<file path="src/common/tcss_params.svh">
// constants of the timer channel synchronisation select block
`ifndef TCSS_PARAMS_SVH
`define TCSS_PARAMS_SVH

`define TCSS_ADDR_W 8
`define TCSS_DATA_W 32
`define TCSS_CNT_W 16
`define TCSS_NCH 5
`define TCSS_IDX_W 3

// word and bank index fields of a byte address, byte lane width
`define TCSS_WORD_LSB 2
`define TCSS_BANK_MSB 4
`define TCSS_BYTE_W 8

// register byte offsets
`define TCSS_OFF_SYNC 8'h00
`define TCSS_OFF_START 8'h04
`define TCSS_OFF_CNT0 8'h10
`define TCSS_OFF_CTL0 8'h30

// synchronisation select layout
`define TCSS_SYNC_W 8
`define TCSS_SYNC_RST 8'h00
`define TCSS_SYNC_MASK 8'hC7
`define TCSS_BIT_CH0 3'h0
`define TCSS_BIT_CH1 3'h1
`define TCSS_BIT_CH2 3'h2
`define TCSS_BIT_CH3 3'h6
`define TCSS_BIT_CH4 3'h7

// counter clear-source codes
`define TCSS_CCLR_W 3
`define TCSS_CCLR_NONE 3'h0
`define TCSS_CCLR_OWN 3'h1
`define TCSS_CCLR_SYNC 3'h3

`define TCSS_START_RST 5'h00
`define TCSS_CNT_RST 16'h0000
`define TCSS_CNT_ONE 16'h0001

`endif

</file>
<file path="src/common/tcss_pkg.sv">
// types of the timer channel synchronisation select block
`include "tcss_params.svh"

package tcss_pkg;

    typedef logic [`TCSS_CNT_W-1:0] tcss_cnt_t;

    // per-channel counter control; preset and clear act on each clock, run is a held level
    typedef struct packed {
        logic run;
        logic preset;
        logic clear;
        tcss_cnt_t preset_val;
    } tcss_chan_ctl_s;

    typedef logic [`TCSS_NCH-1:0][`TCSS_CNT_W-1:0] tcss_cnt_arr_t;
    typedef logic [`TCSS_NCH-1:0][`TCSS_CCLR_W-1:0] tcss_cclr_arr_t;

endpackage

</file>
<file path="src/core/tcss_chan.sv">
// one channel up-counter with preset and clear
`timescale 1ns/1ps
`include "tcss_params.svh"

module tcss_chan
(
    input wire logic clk,
    input wire logic rst_n,
    input wire tcss_pkg::tcss_chan_ctl_s ctl,
    output tcss_pkg::tcss_cnt_t count
);
    import tcss_pkg::*;

    tcss_cnt_t count_r;

    // preset beats clear, clear beats counting
    always_ff @(posedge clk)
    begin
        if (!rst_n)
            count_r <= `TCSS_CNT_RST;
        else if (ctl.preset)
            count_r <= ctl.preset_val;
        else if (ctl.clear)
            count_r <= `TCSS_CNT_RST;
        else if (ctl.run)
            count_r <= count_r + `TCSS_CNT_ONE;
    end

    assign count = count_r;

endmodule

</file>
<file path="src/core/tcss_top.sv">
// timer channel synchronisation select with counters and bus slave
`timescale 1ns/1ps
`include "tcss_params.svh"

// What this block does
// - eight-bit read/write sync select register covers channels 0 to 4
// - a channel runs synchronised exactly when its select bit is 1
// - channel 4 select at bit 7, channel 3 at bit 6, reset 0
// - channels 2, 1, 0 select at bits 2, 1, 0, reset 0
// - bits 5 to 3 read 0; software writes only 0 there
// - writing one synchronised counter presets all synchronised counters
// - clearing one synchronised counter clears those set to sync-clear
// - unselected channel's preset or clear is isolated from others
module tcss_top
(
    input wire logic clk,
    input wire logic rst_n,
    input wire logic [`TCSS_ADDR_W-1:0] avs_address,
    input wire logic avs_read,
    input wire logic avs_write,
    input wire logic [`TCSS_DATA_W-1:0] avs_writedata,
    input wire logic [3:0] avs_byteenable,
    output logic [`TCSS_DATA_W-1:0] avs_readdata,
    output logic avs_waitrequest,
    input wire logic [`TCSS_NCH-1:0] clear_event,
    output tcss_pkg::tcss_cnt_arr_t channel_up_counter,
    output logic [`TCSS_SYNC_W-1:0] channel_sync_select
);
    import tcss_pkg::*;

    // ********************************
    // decode helpers
    // ********************************

    // select bit position of a channel
    function automatic logic [2:0] sync_bit_of(input int ch);
        case (ch)
            0: sync_bit_of = `TCSS_BIT_CH0;
            1: sync_bit_of = `TCSS_BIT_CH1;
            2: sync_bit_of = `TCSS_BIT_CH2;
            3: sync_bit_of = `TCSS_BIT_CH3;
            4: sync_bit_of = `TCSS_BIT_CH4;
            default: sync_bit_of = `TCSS_BIT_CH0;
        endcase
    endfunction

    // hit in a bank of per-channel words, index in low bits
    function automatic logic [`TCSS_IDX_W:0] bank_hit(
        input logic [`TCSS_ADDR_W-1:0] addr,
        input logic [`TCSS_ADDR_W-1:0] base
    );
        logic [`TCSS_ADDR_W-1:0] rel;
        rel = addr - base;
        bank_hit = {1'h0, rel[`TCSS_BANK_MSB:`TCSS_WORD_LSB]};
        if (addr >= base && rel[`TCSS_ADDR_W-1:`TCSS_BANK_MSB+1] == '0 &&
            rel[`TCSS_BANK_MSB:`TCSS_WORD_LSB] < 3'(`TCSS_NCH))
            bank_hit[`TCSS_IDX_W] = 1'h1;
    endfunction

    // merge written byte lanes over an old value
    function automatic tcss_cnt_t lane_merge(
        input tcss_cnt_t old_v,
        input logic [`TCSS_DATA_W-1:0] wd,
        input logic [3:0] be
    );
        lane_merge = old_v;
        if (be[0])
            lane_merge[`TCSS_BYTE_W-1:0] = wd[`TCSS_BYTE_W-1:0];
        if (be[1])
            lane_merge[`TCSS_CNT_W-1:`TCSS_BYTE_W] =
                wd[`TCSS_CNT_W-1:`TCSS_BYTE_W];
    endfunction

    // ********************************
    // bus decode
    // ********************************

    logic [`TCSS_ADDR_W-1:0] word_addr;
    logic [`TCSS_IDX_W:0] cnt_dec;
    logic [`TCSS_IDX_W:0] ctl_dec;
    logic hit_sync;
    logic hit_start;
    logic wr_cnt;
    logic [`TCSS_IDX_W-1:0] wr_idx;
    logic rd_ack_r;

    assign word_addr = {avs_address[`TCSS_ADDR_W-1:`TCSS_WORD_LSB], 2'h0};
    assign cnt_dec = bank_hit(word_addr, `TCSS_OFF_CNT0);
    assign ctl_dec = bank_hit(word_addr, `TCSS_OFF_CTL0);
    assign hit_sync = word_addr == `TCSS_OFF_SYNC;
    assign hit_start = word_addr == `TCSS_OFF_START;
    assign wr_cnt = avs_write && cnt_dec[`TCSS_IDX_W];
    assign wr_idx = cnt_dec[`TCSS_IDX_W-1:0];

    // writes complete at once, reads wait one cycle for registered data
    assign avs_waitrequest = avs_read && !rd_ack_r;

    always_ff @(posedge clk)
    begin
        if (!rst_n)
            rd_ack_r <= 1'h0;
        else
            rd_ack_r <= avs_read && !rd_ack_r;
    end

    // ********************************
    // software registers
    // ********************************

    logic [`TCSS_SYNC_W-1:0] sync_sel_r;
    logic [`TCSS_NCH-1:0] start_r;
    tcss_cclr_arr_t counter_clear_source_r;

    // reserved bits never stored, so they read 0
    always_ff @(posedge clk)
    begin
        if (!rst_n)
            sync_sel_r <= `TCSS_SYNC_RST;
        else if (avs_write && hit_sync && avs_byteenable[0])
            sync_sel_r <= avs_writedata[`TCSS_SYNC_W-1:0] &
                `TCSS_SYNC_MASK;
    end

    always_ff @(posedge clk)
    begin
        if (!rst_n)
            start_r <= `TCSS_START_RST;
        else if (avs_write && hit_start && avs_byteenable[0])
            start_r <= avs_writedata[`TCSS_NCH-1:0];
    end

    always_ff @(posedge clk)
    begin
        if (!rst_n)
            counter_clear_source_r <= '0;
        else if (avs_write && ctl_dec[`TCSS_IDX_W] && avs_byteenable[0])
            counter_clear_source_r[ctl_dec[`TCSS_IDX_W-1:0]] <=
                avs_writedata[`TCSS_CCLR_W-1:0];
    end

    // ********************************
    // synchronisation fan-out
    // ********************************

    logic [`TCSS_NCH-1:0] sync_on;
    logic [`TCSS_NCH-1:0] own_clr;
    logic [`TCSS_NCH-1:0] sync_clr_src;
    logic any_sync_clr;
    tcss_cnt_t preset_val;
    tcss_cnt_arr_t count_w;
    tcss_chan_ctl_s [`TCSS_NCH-1:0] ctl;

    // one merged value loaded into every channel that is preset
    assign preset_val = lane_merge(count_w[wr_idx], avs_writedata,
                                   avs_byteenable);
    assign any_sync_clr = |sync_clr_src;

    genvar g;
    generate
        for (g = 0; g < `TCSS_NCH; g = g + 1)
        begin : g_ch
            assign sync_on[g] = sync_sel_r[sync_bit_of(g)];
            assign own_clr[g] = clear_event[g] &&
                counter_clear_source_r[g] == `TCSS_CCLR_OWN;
            // only a synchronised channel's clear spreads
            assign sync_clr_src[g] = own_clr[g] && sync_on[g];

            always_comb
            begin
                ctl[g].run = start_r[g];
                // own write, or a write to another synchronised channel
                ctl[g].preset = wr_cnt && (wr_idx == 3'(g) ||
                    (sync_on[wr_idx] && sync_on[g]));
                ctl[g].clear = own_clr[g] || (sync_on[g] &&
                    counter_clear_source_r[g] == `TCSS_CCLR_SYNC &&
                    any_sync_clr);
                ctl[g].preset_val = preset_val;
            end

            tcss_chan u_chan
            (
                .clk(clk),
                .rst_n(rst_n),
                .ctl(ctl[g]),
                .count(count_w[g])
            );
        end
    endgenerate

    // ********************************
    // read path
    // ********************************

    logic [`TCSS_DATA_W-1:0] rd_nxt;
    logic [`TCSS_DATA_W-1:0] readdata_r;

    // unmapped addresses read zero
    always_comb
    begin
        rd_nxt = '0;
        if (hit_sync)
            rd_nxt[`TCSS_SYNC_W-1:0] = sync_sel_r;
        else if (hit_start)
            rd_nxt[`TCSS_NCH-1:0] = start_r;
        else if (cnt_dec[`TCSS_IDX_W])
            rd_nxt[`TCSS_CNT_W-1:0] = count_w[wr_idx];
        else if (ctl_dec[`TCSS_IDX_W])
            rd_nxt[`TCSS_CCLR_W-1:0] =
                counter_clear_source_r[ctl_dec[`TCSS_IDX_W-1:0]];
    end

    always_ff @(posedge clk)
    begin
        if (!rst_n)
            readdata_r <= '0;
        else if (avs_read && !rd_ack_r)
            readdata_r <= rd_nxt;
    end

    assign avs_readdata = readdata_r;
    assign channel_up_counter = count_w;
    assign channel_sync_select = sync_sel_r;

endmodule

</file>
<file path="config.mk">
export PLATFORM = sky130hd
export DESIGN_NAME = tcss_top
export DESIGN_NICKNAME = d
export VERILOG_FILES = /design/src/common/tcss_pkg.sv /design/src/core/tcss_chan.sv /design/src/core/tcss_top.sv
export VERILOG_INCLUDE_DIRS = /design/src /design/src/common
export SDC_FILE = /design/constraint.sdc
export NUM_CORES = 1
export LEC_CHECK = 0
export ABC_CLOCK_PERIOD_IN_PS = 4900
export BUFFER_PORTS_ARGS = -buffer_cell sky130_fd_sc_hd__buf_2
export CAP_MARGIN = 20
export CORE_MARGIN = 2
export CORE_UTILIZATION = 24
export DETAILED_ROUTE_END_ITERATION = 12
export HOLD_SLACK_MARGIN = 0.1
export SYNTH_ARGS = -nofsm -noshare
export SYNTH_HDL_FRONTEND = slang
export SYNTH_HIERARCHICAL = 1
export SYNTH_SLANG_ARGS = --single-unit
</file>
<file path="constraint.sdc">
create_clock -name clk -period 4.9 [get_ports clk]
set_input_delay 0.49 -clock clk [delete_from_list [all_inputs] [get_ports clk]]
set_output_delay 0.49 -clock clk [all_outputs]
set_load 0.05 [all_outputs]
</file>
==> metrics list, run 1 <==
- Run status: finished, final reports clean
- The worst path needs roughly 3000 ps of the cycle, external delays included.
- Remaining routing DRC violations: 0
- Most common cell after layout, fill and taps aside: sky130_fd_sc_hd__buf_2
* Via count: about 8500
* Utilization after layout: 0.2897
- After detailed routing, the number of vias per cell comes to 5.424.
* Initial core utilization: 0.2448
* Count of mapped cells out of synthesis: between 900 and 1000
- Share of the clock period used by the worst path after layout: 0.6126
- For this design the ratio of total power to cell area is 263.9 nW/um^2.
* Commonest cells after routing, fill and taps aside: sky130_fd_sc_hd__buf_2, sky130_fd_sc_hd__nand2_1, sky130_fd_sc_hd__dfxtp_1
- The clock passes through at most 2 buffers.
- The clock tree synthesis step divided the H-tree into 4 levels.
- Worst Hold Slack: between 300 and 400 ps
* Placement Cell Area: around 9000 um^2
* CTS clock-pin slew for the worst setup and hold paths: around 60 ps
* Final design area excluding fillers: approximately 10000 um^2
- Yosys printed 6 warnings.
- In this run, distinct cell masters in the synthesized netlist total 73.
* Count of hold-fix buffers inserted at cts: 0
* Via count of the first global-routing pass: 7917
* Post-route setup slack: approximately 1900 ps
* Antenna diode count: 0
- Crit path max fanout: 17
- Summed negative setup slack over all endpoints: 0 ps
- Static timing analysis puts the maximum clock frequency at roughly 330 MHz.
* Detailed-placement wirelength estimate: between 20000 and 25000 um
* Total of endpoints with negative setup slack in the final report: 0
* Fraction of the yosys area taken by sequential cells: 0.2960
- The min-delay analysis places its worst path in the category in -> reg.
- Number of max-slew violations in the final report: 0
* Mean instance size in the synthesized netlist: ~8.4 um^2
- The floorplan step defined a die boundary enclosing ~36000 um^2.
- Ys async rst share: 0
- The worst pin sits at a relative slew slack of 0.2438.
- At the pin with the least slew margin, the transition time is about 1100 ps.
* Clock network latency to the later pin of the worst-skew pair: ~430 ps
- Post-layout net count: around 1200
- Cell Rows: 67
- Ratio of cells with drive above 1 in the final layout: 0.2248
* TritonCTS clock tree: yes
- Setup repair after global routing missed its margin: false
* Area of the placeable core: approximately 34000 um^2
- In the global route stage, overall resource usage came out at 0.1791.
- In this run, placement finished with an instance count of ~1500.
* Yosys reg bits: 122
- In this run the horizontal extent of the chip is ~190 um.
- Clock sink count: between 100 and 150
- The die is roughly 190 um tall.
- Category of the most critical setup path: in -> reg
- Worst path arrival time: about 3400 ps
- Area of the mapped netlist: about 8300 um^2
- Summed over all layers, the routed wires come to ~33000 um.
* Global route overflow: 0
- First-pass GRT wire length: 49220 um
- The pre-antenna-repair detailed-routing pass consisted of 5 iterations.
- Routability-driven placement finished with a final weighted congestion of ~0.93.
* Buffer type at the clock tree root: sky130_fd_sc_hd__clkbuf_16
- Counting flops with a built-in enable in the synthesized netlist gives 0.
- In the final routed layout, each cell accounts on average for around 21 um.
- The initial antenna violation count was 0.
- I/O pin count: roughly 170
- Pre-CTS WS: 1522 ps
- DRC violation total after the first TritonRoute iteration: 1067
- The number of hold-slack violations in the final timing report was 0.
- VDD IR-drop max: around 0.00022 V
- In this run the remaining antenna-violating nets after routing total 0.
- The worst setup path is captured at a flip-flop.
- Overall Power: between 2 and 3 mW
- In this run, post-CTS repair resized a total of 0 instances.
- Most used flip-flop cell after synthesis: sky130_fd_sc_hd__dfxtp_1
- Compared with the post-synthesis result, the final layout area differs by 18.32%.
- Port-buffer cells: roughly 130
- Type of element launching the critical path: input pin
- Layout Skew: roughly 12 ps
* Post-route non-filler standard cell count: around 1600
* Maximum number of pins on one net before global-route repair: 50
- Count of maximum capacitance violations: 0
- Worst Path Required: ~5300 ps
* TritonCTS Buffers: 17
* Post-CTS setup buffers: 0
* P_leak: approximately 3.7 nW
==> where the power goes <==
group	total [mW]	internal [mW]	switching, mW
Combinational	0.197	0.0484	0.148
Sequential	0.998	0.994	0.00414
Clock	1.38	0.891	0.490
==> routing by layer <==
| layer | GRT usage | vias to the layer above | wire length, um |
|---|---|---|---|
| met5 | 0 | - | 0 |
| met1 | 0.2367 | 4083 | 13680 |
| met4 | 0.06082 | 0 | 809 |
| met2 | 0.2822 | 450 | 15160 |
| met3 | 0.04708 | 64 | 3144 |
| li1 | - | 3865 | - |
==> final cells by class <==
class | count | area, um^2
repair buffers | 147 | 768.2
fillers | 3661 | 23940
clock inverters | 11 | 166.4
well taps | 448 | 560.5
inverters | 38 | 142.6
multi-input cells | 773 | 5211
clock buffers | 21 | 470.5
flip-flops and latches | 122 | 2442
==> path summary, 6_finish.rpt <==
path	startpoint	endpoint	slack [ps]	cells past startpoint
hold reg to reg	avs_readdata[12]	avs_readdata[12]	440	2
setup / recovery	avs_address[2]	g_ch[0].u_chan/count[14]	1900	11
setup reg to reg	counter_clear_source_r[12]	g_ch[3].u_chan/count[8]	1990	9
hold / removal	avs_writedata[4]	start_r[4]	350	3
==> Yosys cell counts, types with 6 or more instances <==
cell type / count / area, um^2
sky130_fd_sc_hd__dfxtp_1: 122 / 2442
sky130_fd_sc_hd__nand2_1: 122 / 457.9
sky130_fd_sc_hd__o21ai_0: 67 / 335.3
sky130_fd_sc_hd__a21oi_1: 57 / 285.3
sky130_fd_sc_hd__mux2i_1: 48 / 480.5
sky130_fd_sc_hd__nand3_1: 43 / 215.2
sky130_fd_sc_hd__nor2_1: 40 / 150.1
sky130_fd_sc_hd__inv_1: 38 / 142.6
sky130_fd_sc_hd__buf_4: 33 / 247.7
sky130_fd_sc_hd__o21ai_1: 27 / 135.1
sky130_fd_sc_hd__a22oi_1: 25 / 187.7
sky130_fd_sc_hd__nor2b_1: 25 / 156.4
sky130_fd_sc_hd__nand4_1: 22 / 137.6
sky130_fd_sc_hd__xnor2_1: 20 / 175.2
sky130_fd_sc_hd__nor3_1: 18 / 90.09
sky130_fd_sc_hd__buf_6: 17 / 191.4
sky130_fd_sc_hd__nor4_1: 15 / 93.84
sky130_fd_sc_hd__mux4_2: 14 / 315.3
sky130_fd_sc_hd__and3_1: 13 / 81.33
sky130_fd_sc_hd__clkbuf_1: 12 / 45.04
sky130_fd_sc_hd__a31oi_1: 11 / 68.82
sky130_fd_sc_hd__o31ai_1: 11 / 82.58
sky130_fd_sc_hd__nor4_2: 10 / 125.1
sky130_fd_sc_hd__and2_1: 8 / 50.05
sky130_fd_sc_hd__ha_1: 8 / 100.1
sky130_fd_sc_hd__a211oi_1: 7 / 52.55
sky130_fd_sc_hd__a21boi_0: 6 / 45.04
sky130_fd_sc_hd__a221oi_1: 6 / 52.55
sky130_fd_sc_hd__buf_1: 6 / 22.52
sky130_fd_sc_hd__nor3b_1: 6 / 45.04
sky130_fd_sc_hd__nor4b_1: 6 / 52.55
sky130_fd_sc_hd__o211ai_1: 6 / 45.04
sky130_fd_sc_hd__or3_1: 6 / 37.54
==> logic make-up (layout without fill, tap and decap cells) <==
kind of cell,Yosys count,in the layout,share of synthesized area
DFF,122,122,0.2960
adders and majority gates,8,8,0.01213
buffers and inverters,109,217,0.08053
muxes,67,67,0.1033
AOI/OAI and AO/OA,262,262,0.2025
xor gates and xnor gates,25,25,0.02654
other,1,19,0.0004545
and+or+nand+nor,392,392,0.2786
==> critical path, cell delays in order <==
cell and delay, ps:
sky130_fd_sc_hd__buf_2 450, sky130_fd_sc_hd__mux4_2 560, sky130_fd_sc_hd__and2_1 180, sky130_fd_sc_hd__a21o_1 190, sky130_fd_sc_hd__a22oi_1 140, sky130_fd_sc_hd__nor2_1 60
sky130_fd_sc_hd__buf_4 200, sky130_fd_sc_hd__nor2_4 240, sky130_fd_sc_hd__nand2_2 170, sky130_fd_sc_hd__or4_1 550, sky130_fd_sc_hd__nand3_1 100
==> flip-flops by register name (all words and copies together), names as in the netlist <==
name and cells:
start_r 5, counter_clear_source_r 15, g_ch.u_chan/count 80, avs_readdata 16
rd_ack_r 1, channel_sync_select 5
Note: power is estimated with default switching activity, not from simulation.
==> run 2, diff against run 1 <==
ABC_CLOCK_PERIOD_IN_PS = 2500   (was 4900)
clock period = 2.5 ns   (was 4.9 ns; I/O delays follow)
==> metrics list, run 2 (same netlist as run 1, synthesis figures left out) <==
- Run status: finished, violations left (was finished, final reports clean).
- The final reports fail on negative setup slack.
* Buffer type at the clock tree root: sky130_fd_sc_hd__clkbuf_16 (unchanged)
- Critical-path cell list: mux4_2, and2_4, a21o_1, buf_6, a22oi_2, nor2_4, or3_4, and3_4, a31oi_4, o31ai_2 (was buf_2, mux4_2, and2_1, a21o_1, a22oi_1, nor2_1, buf_4, nor2_4, nand2_2, or4_1, nand3_1).
- The effective utilization at floorplan is 0.2448 (unchanged).
- Minimum clock period after layout: about 2500 ps
- Routed wire per std cell: 19.77 um (was 21.02 um)
* Type of element launching the critical path: flip-flop (was input pin)
- The clock-pin slew on the worst setup and hold paths came to 60 ps (about the same).
* Gp weighted congestion: 0.9273 (was 0.9270)
* Maximum number of pins on one net before global-route repair: 40 (was 50)
- The standard cell area after detailed placement came to 10030 um^2 (was 9125 um^2).
* Initial antenna violation count: 0 (unchanged)
* Setup repair after global routing missed its margin: true (was false)
* Reg2reg path depth: 10 (was 9)
- The core box area was 33700 um^2 (unchanged).
- The sink count of the clock tree is 122 (unchanged).
- Via count of the first global-routing pass: 8483 (was 7917)
- Pwr per Cell Area: 431.4 nW/um^2 (was 263.9 nW/um^2)
- VDD IR-drop max: 0.0003991 V (was 0.0002160 V)
* First-pass GRT wire length: 50690 um (was 49220 um)
- The endpoint of the worst setup timing path is g_ch[0].u_chan/count[8] (was g_ch[0].u_chan/count[14]).
* I/O pin count: 174 (unchanged)
- Global route overflow: 0 (unchanged)
- The number of hold-slack violations in the final timing report came to 0 (unchanged).
* Clock network latency to the later pin of the worst-skew pair: 430 ps (about the same)
* Layout Skew: 11.98 ps (was 12.29 ps)
- Standard cell with the maximum stage delay on the critical path: sky130_fd_sc_hd__mux4_2 (unchanged)
- Chip height: 189.4 um (unchanged)
- Utilization after layout: 0.3217 (was 0.2897)
- Via count: 8932 (was 8462)
- ANT nets after route: 0 (unchanged)
* Worst slew pin tran: 809.7 ps (was 1103 ps)
* DRC violation total after the first TritonRoute iteration: 1048 (was 1067)
- Number of max-slew violations in the final report: 0 (unchanged)
- Number of flip-flops in the largest register: 80 (unchanged)
- The worst slack at placement is -208.8 ps (was 1522 ps).
- The longest individual stage delay on the worst path came to 470 ps (was 560 ps).
* Global-route usage over all layers: 0.1833 (was 0.1791)
* Final design area excluding fillers: 10840 um^2 (was 9762 um^2)
- The worst reg2reg path endpoint was g_ch[0].u_chan/count[8] (was g_ch[3].u_chan/count[8]).
* Worst path arrival time: 2830 ps (was 3370 ps)
- Post-layout net count: 1290 (was 1160)
* Maximum operating frequency: 397.0 MHz
- DIE WIDTH: 189.4 um (unchanged)
- Count of maximum capacitance violations: 0 (unchanged)
- Cell Rows: 67 (unchanged)
- The maximum fanout along the worst path came to 8 (was 17).
- Count of TritonRoute iterations in the first routing pass: 6 (was 5)
- TritonCTS clock tree: yes (unchanged)
- Total of endpoints with negative setup slack in the final report: 1 (was 0)
- Detailed Route WL: 33420 um (was 32790 um)
* Kind of end point of the critical path: flip-flop (unchanged)
* Setup slack on the worst flop-to-flop path: -20 ps (was 1990 ps)
- Hold Path Class: in -> reg (unchanged)
- Commonest cells after routing, fill and taps aside: sky130_fd_sc_hd__buf_4, sky130_fd_sc_hd__buf_2, sky130_fd_sc_hd__nand2_1 (was sky130_fd_sc_hd__buf_2, sky130_fd_sc_hd__nand2_1, sky130_fd_sc_hd__dfxtp_1).
- Reg-to-reg critical path startpoint: channel_sync_select[6] (was counter_clear_source_r[12])
- Drt via density: 5.285 (was 5.424)
- The die outline area was 35880 um^2 (unchanged).
- Summed negative setup slack over all endpoints: -18.84 ps (was 0 ps)
- The timing startpoint of the critical path was channel_sync_select[6] (was avs_address[2]).
* Share of the clock period used by the worst path after layout: 1.008
- Area Growth Syn to Fin: 31.39% (was 18.32%)
- The number of design rule violations left after detail routing was 0 (unchanged).
- The data required time at the worst endpoint came to 2810 ps (was 5270 ps).
- The worst slew margin relative to its limit came to 0.4447 (was 0.2438).
* TritonCTS Buffers: 17 (unchanged)
* Deepest clock path buffer count: 2 (unchanged)
- Most common cell after layout, fill and taps aside: sky130_fd_sc_hd__buf_4 (was sky130_fd_sc_hd__buf_2)
- The category of the most critical setup path is reg -> reg (was in -> reg).
- The worst path setup slack after routing is -18.84 ps (was 1898 ps).
* P_leak: 4.349 nW (was 3.713 nW)
* Port-buffer cells: 134 (unchanged)
- The start point of the worst min-delay path is avs_writedata[3] (was avs_writedata[4]).
- The share of post-route cells with drive strength above 1 is 0.3288 (was 0.2248).
- The H-tree depth came to 4 (unchanged).
- The placed wire-length estimate after detailed placement is 25980 um (was 24410 um).
run 2: cell types whose count changed in the layout (fill, tap and decap cells not counted), moves of 4 or more:
cell                        before  now
sky130_fd_sc_hd__dfxtp_1       122  118
sky130_fd_sc_hd__bufinv_16       4    0
sky130_fd_sc_hd__buf_4          13  136
sky130_fd_sc_hd__dfxtp_2         0    4
sky130_fd_sc_hd__a21oi_1        57   53
run 2: layout make-up:
type                            count  area, um^2
Fill cell                        3528       22860
Clock inverter                     12       77.57
Tap cell                          448       560.5
Sequential cell                   122        2447
Clock buffer                       19       452.9
Multi-Input combinational cell    773        5369
Inverter                           38       142.6
Timing Repair Buffer              277        1788
Antenna cell                        1       2.502
run 2: how the worst min path moves through the flow:
| stage | slack [ps] | depth (start not counted) | to |
|---|---|---|---|
| 6_report | 130 | 3 | start_r[3] |
| 5_1_grt | 130 | 3 | start_r[3] |
| 4_1_cts | 120 | 3 | start_r[3] |
| 3_5_place_dp | 440 | 2 | avs_readdata[13] |
| 3_3_place_gp | 440 | 2 | avs_readdata[12] |
| 2_1_floorplan | 390 | 2 | channel_sync_select[0] |
run 2: stage by stage:
step	std cells	total power [mW]	hold WS (ps)
2_1_floorplan	1004	2.275	387.4
3_3_place_gp	1645	2.424	436.5
3_5_place_dp	1645	2.427	439.3
4_1_cts	1684	4.687	116.9
5_1_grt	1689	4.803	130.4
6_report	1690	4.676	132.5
run 2: metal layers:
metal / up-vias / global-route usage / share of wire
li1: 4122 / - / -
met1: 4316 / 0.2400 / 0.42
met2: 431 / 0.2985 / 0.46
met3: 63 / 0.04319 / 0.091
met4: 0 / 0.05575 / 0.023
met5: - / 0 / 0
run 2: what timing repair did:
action | in CTS | in global routing
hold buffers | 3 | 0
pin swaps | 4 | 15
endpoints found under the hold margin | 3 | 0
buffers inserted | 5 | 6
endpoints found under the setup margin | 14 | 38
resized for setup | 8 | 30
gates cloned | 0 | 0
run 2: worst max-delay path, delay by kind of cell, from the launching register on:
kind	cells	cell delay, ps
flops	1	330
mux	1	470
compound gates	4	600
simple gates	4	870
buf+inv	1	140
run 2: report_power, final:
| part | switching (mW) | leakage, nW | internal (mW) |
|---|---|---|---|
| combinational | 0.303 | 3.11 | 0.145 |
| sequential | 0.00659 | 0.985 | 1.95 |
| clock | 0.971 | 0.256 | 1.30 |
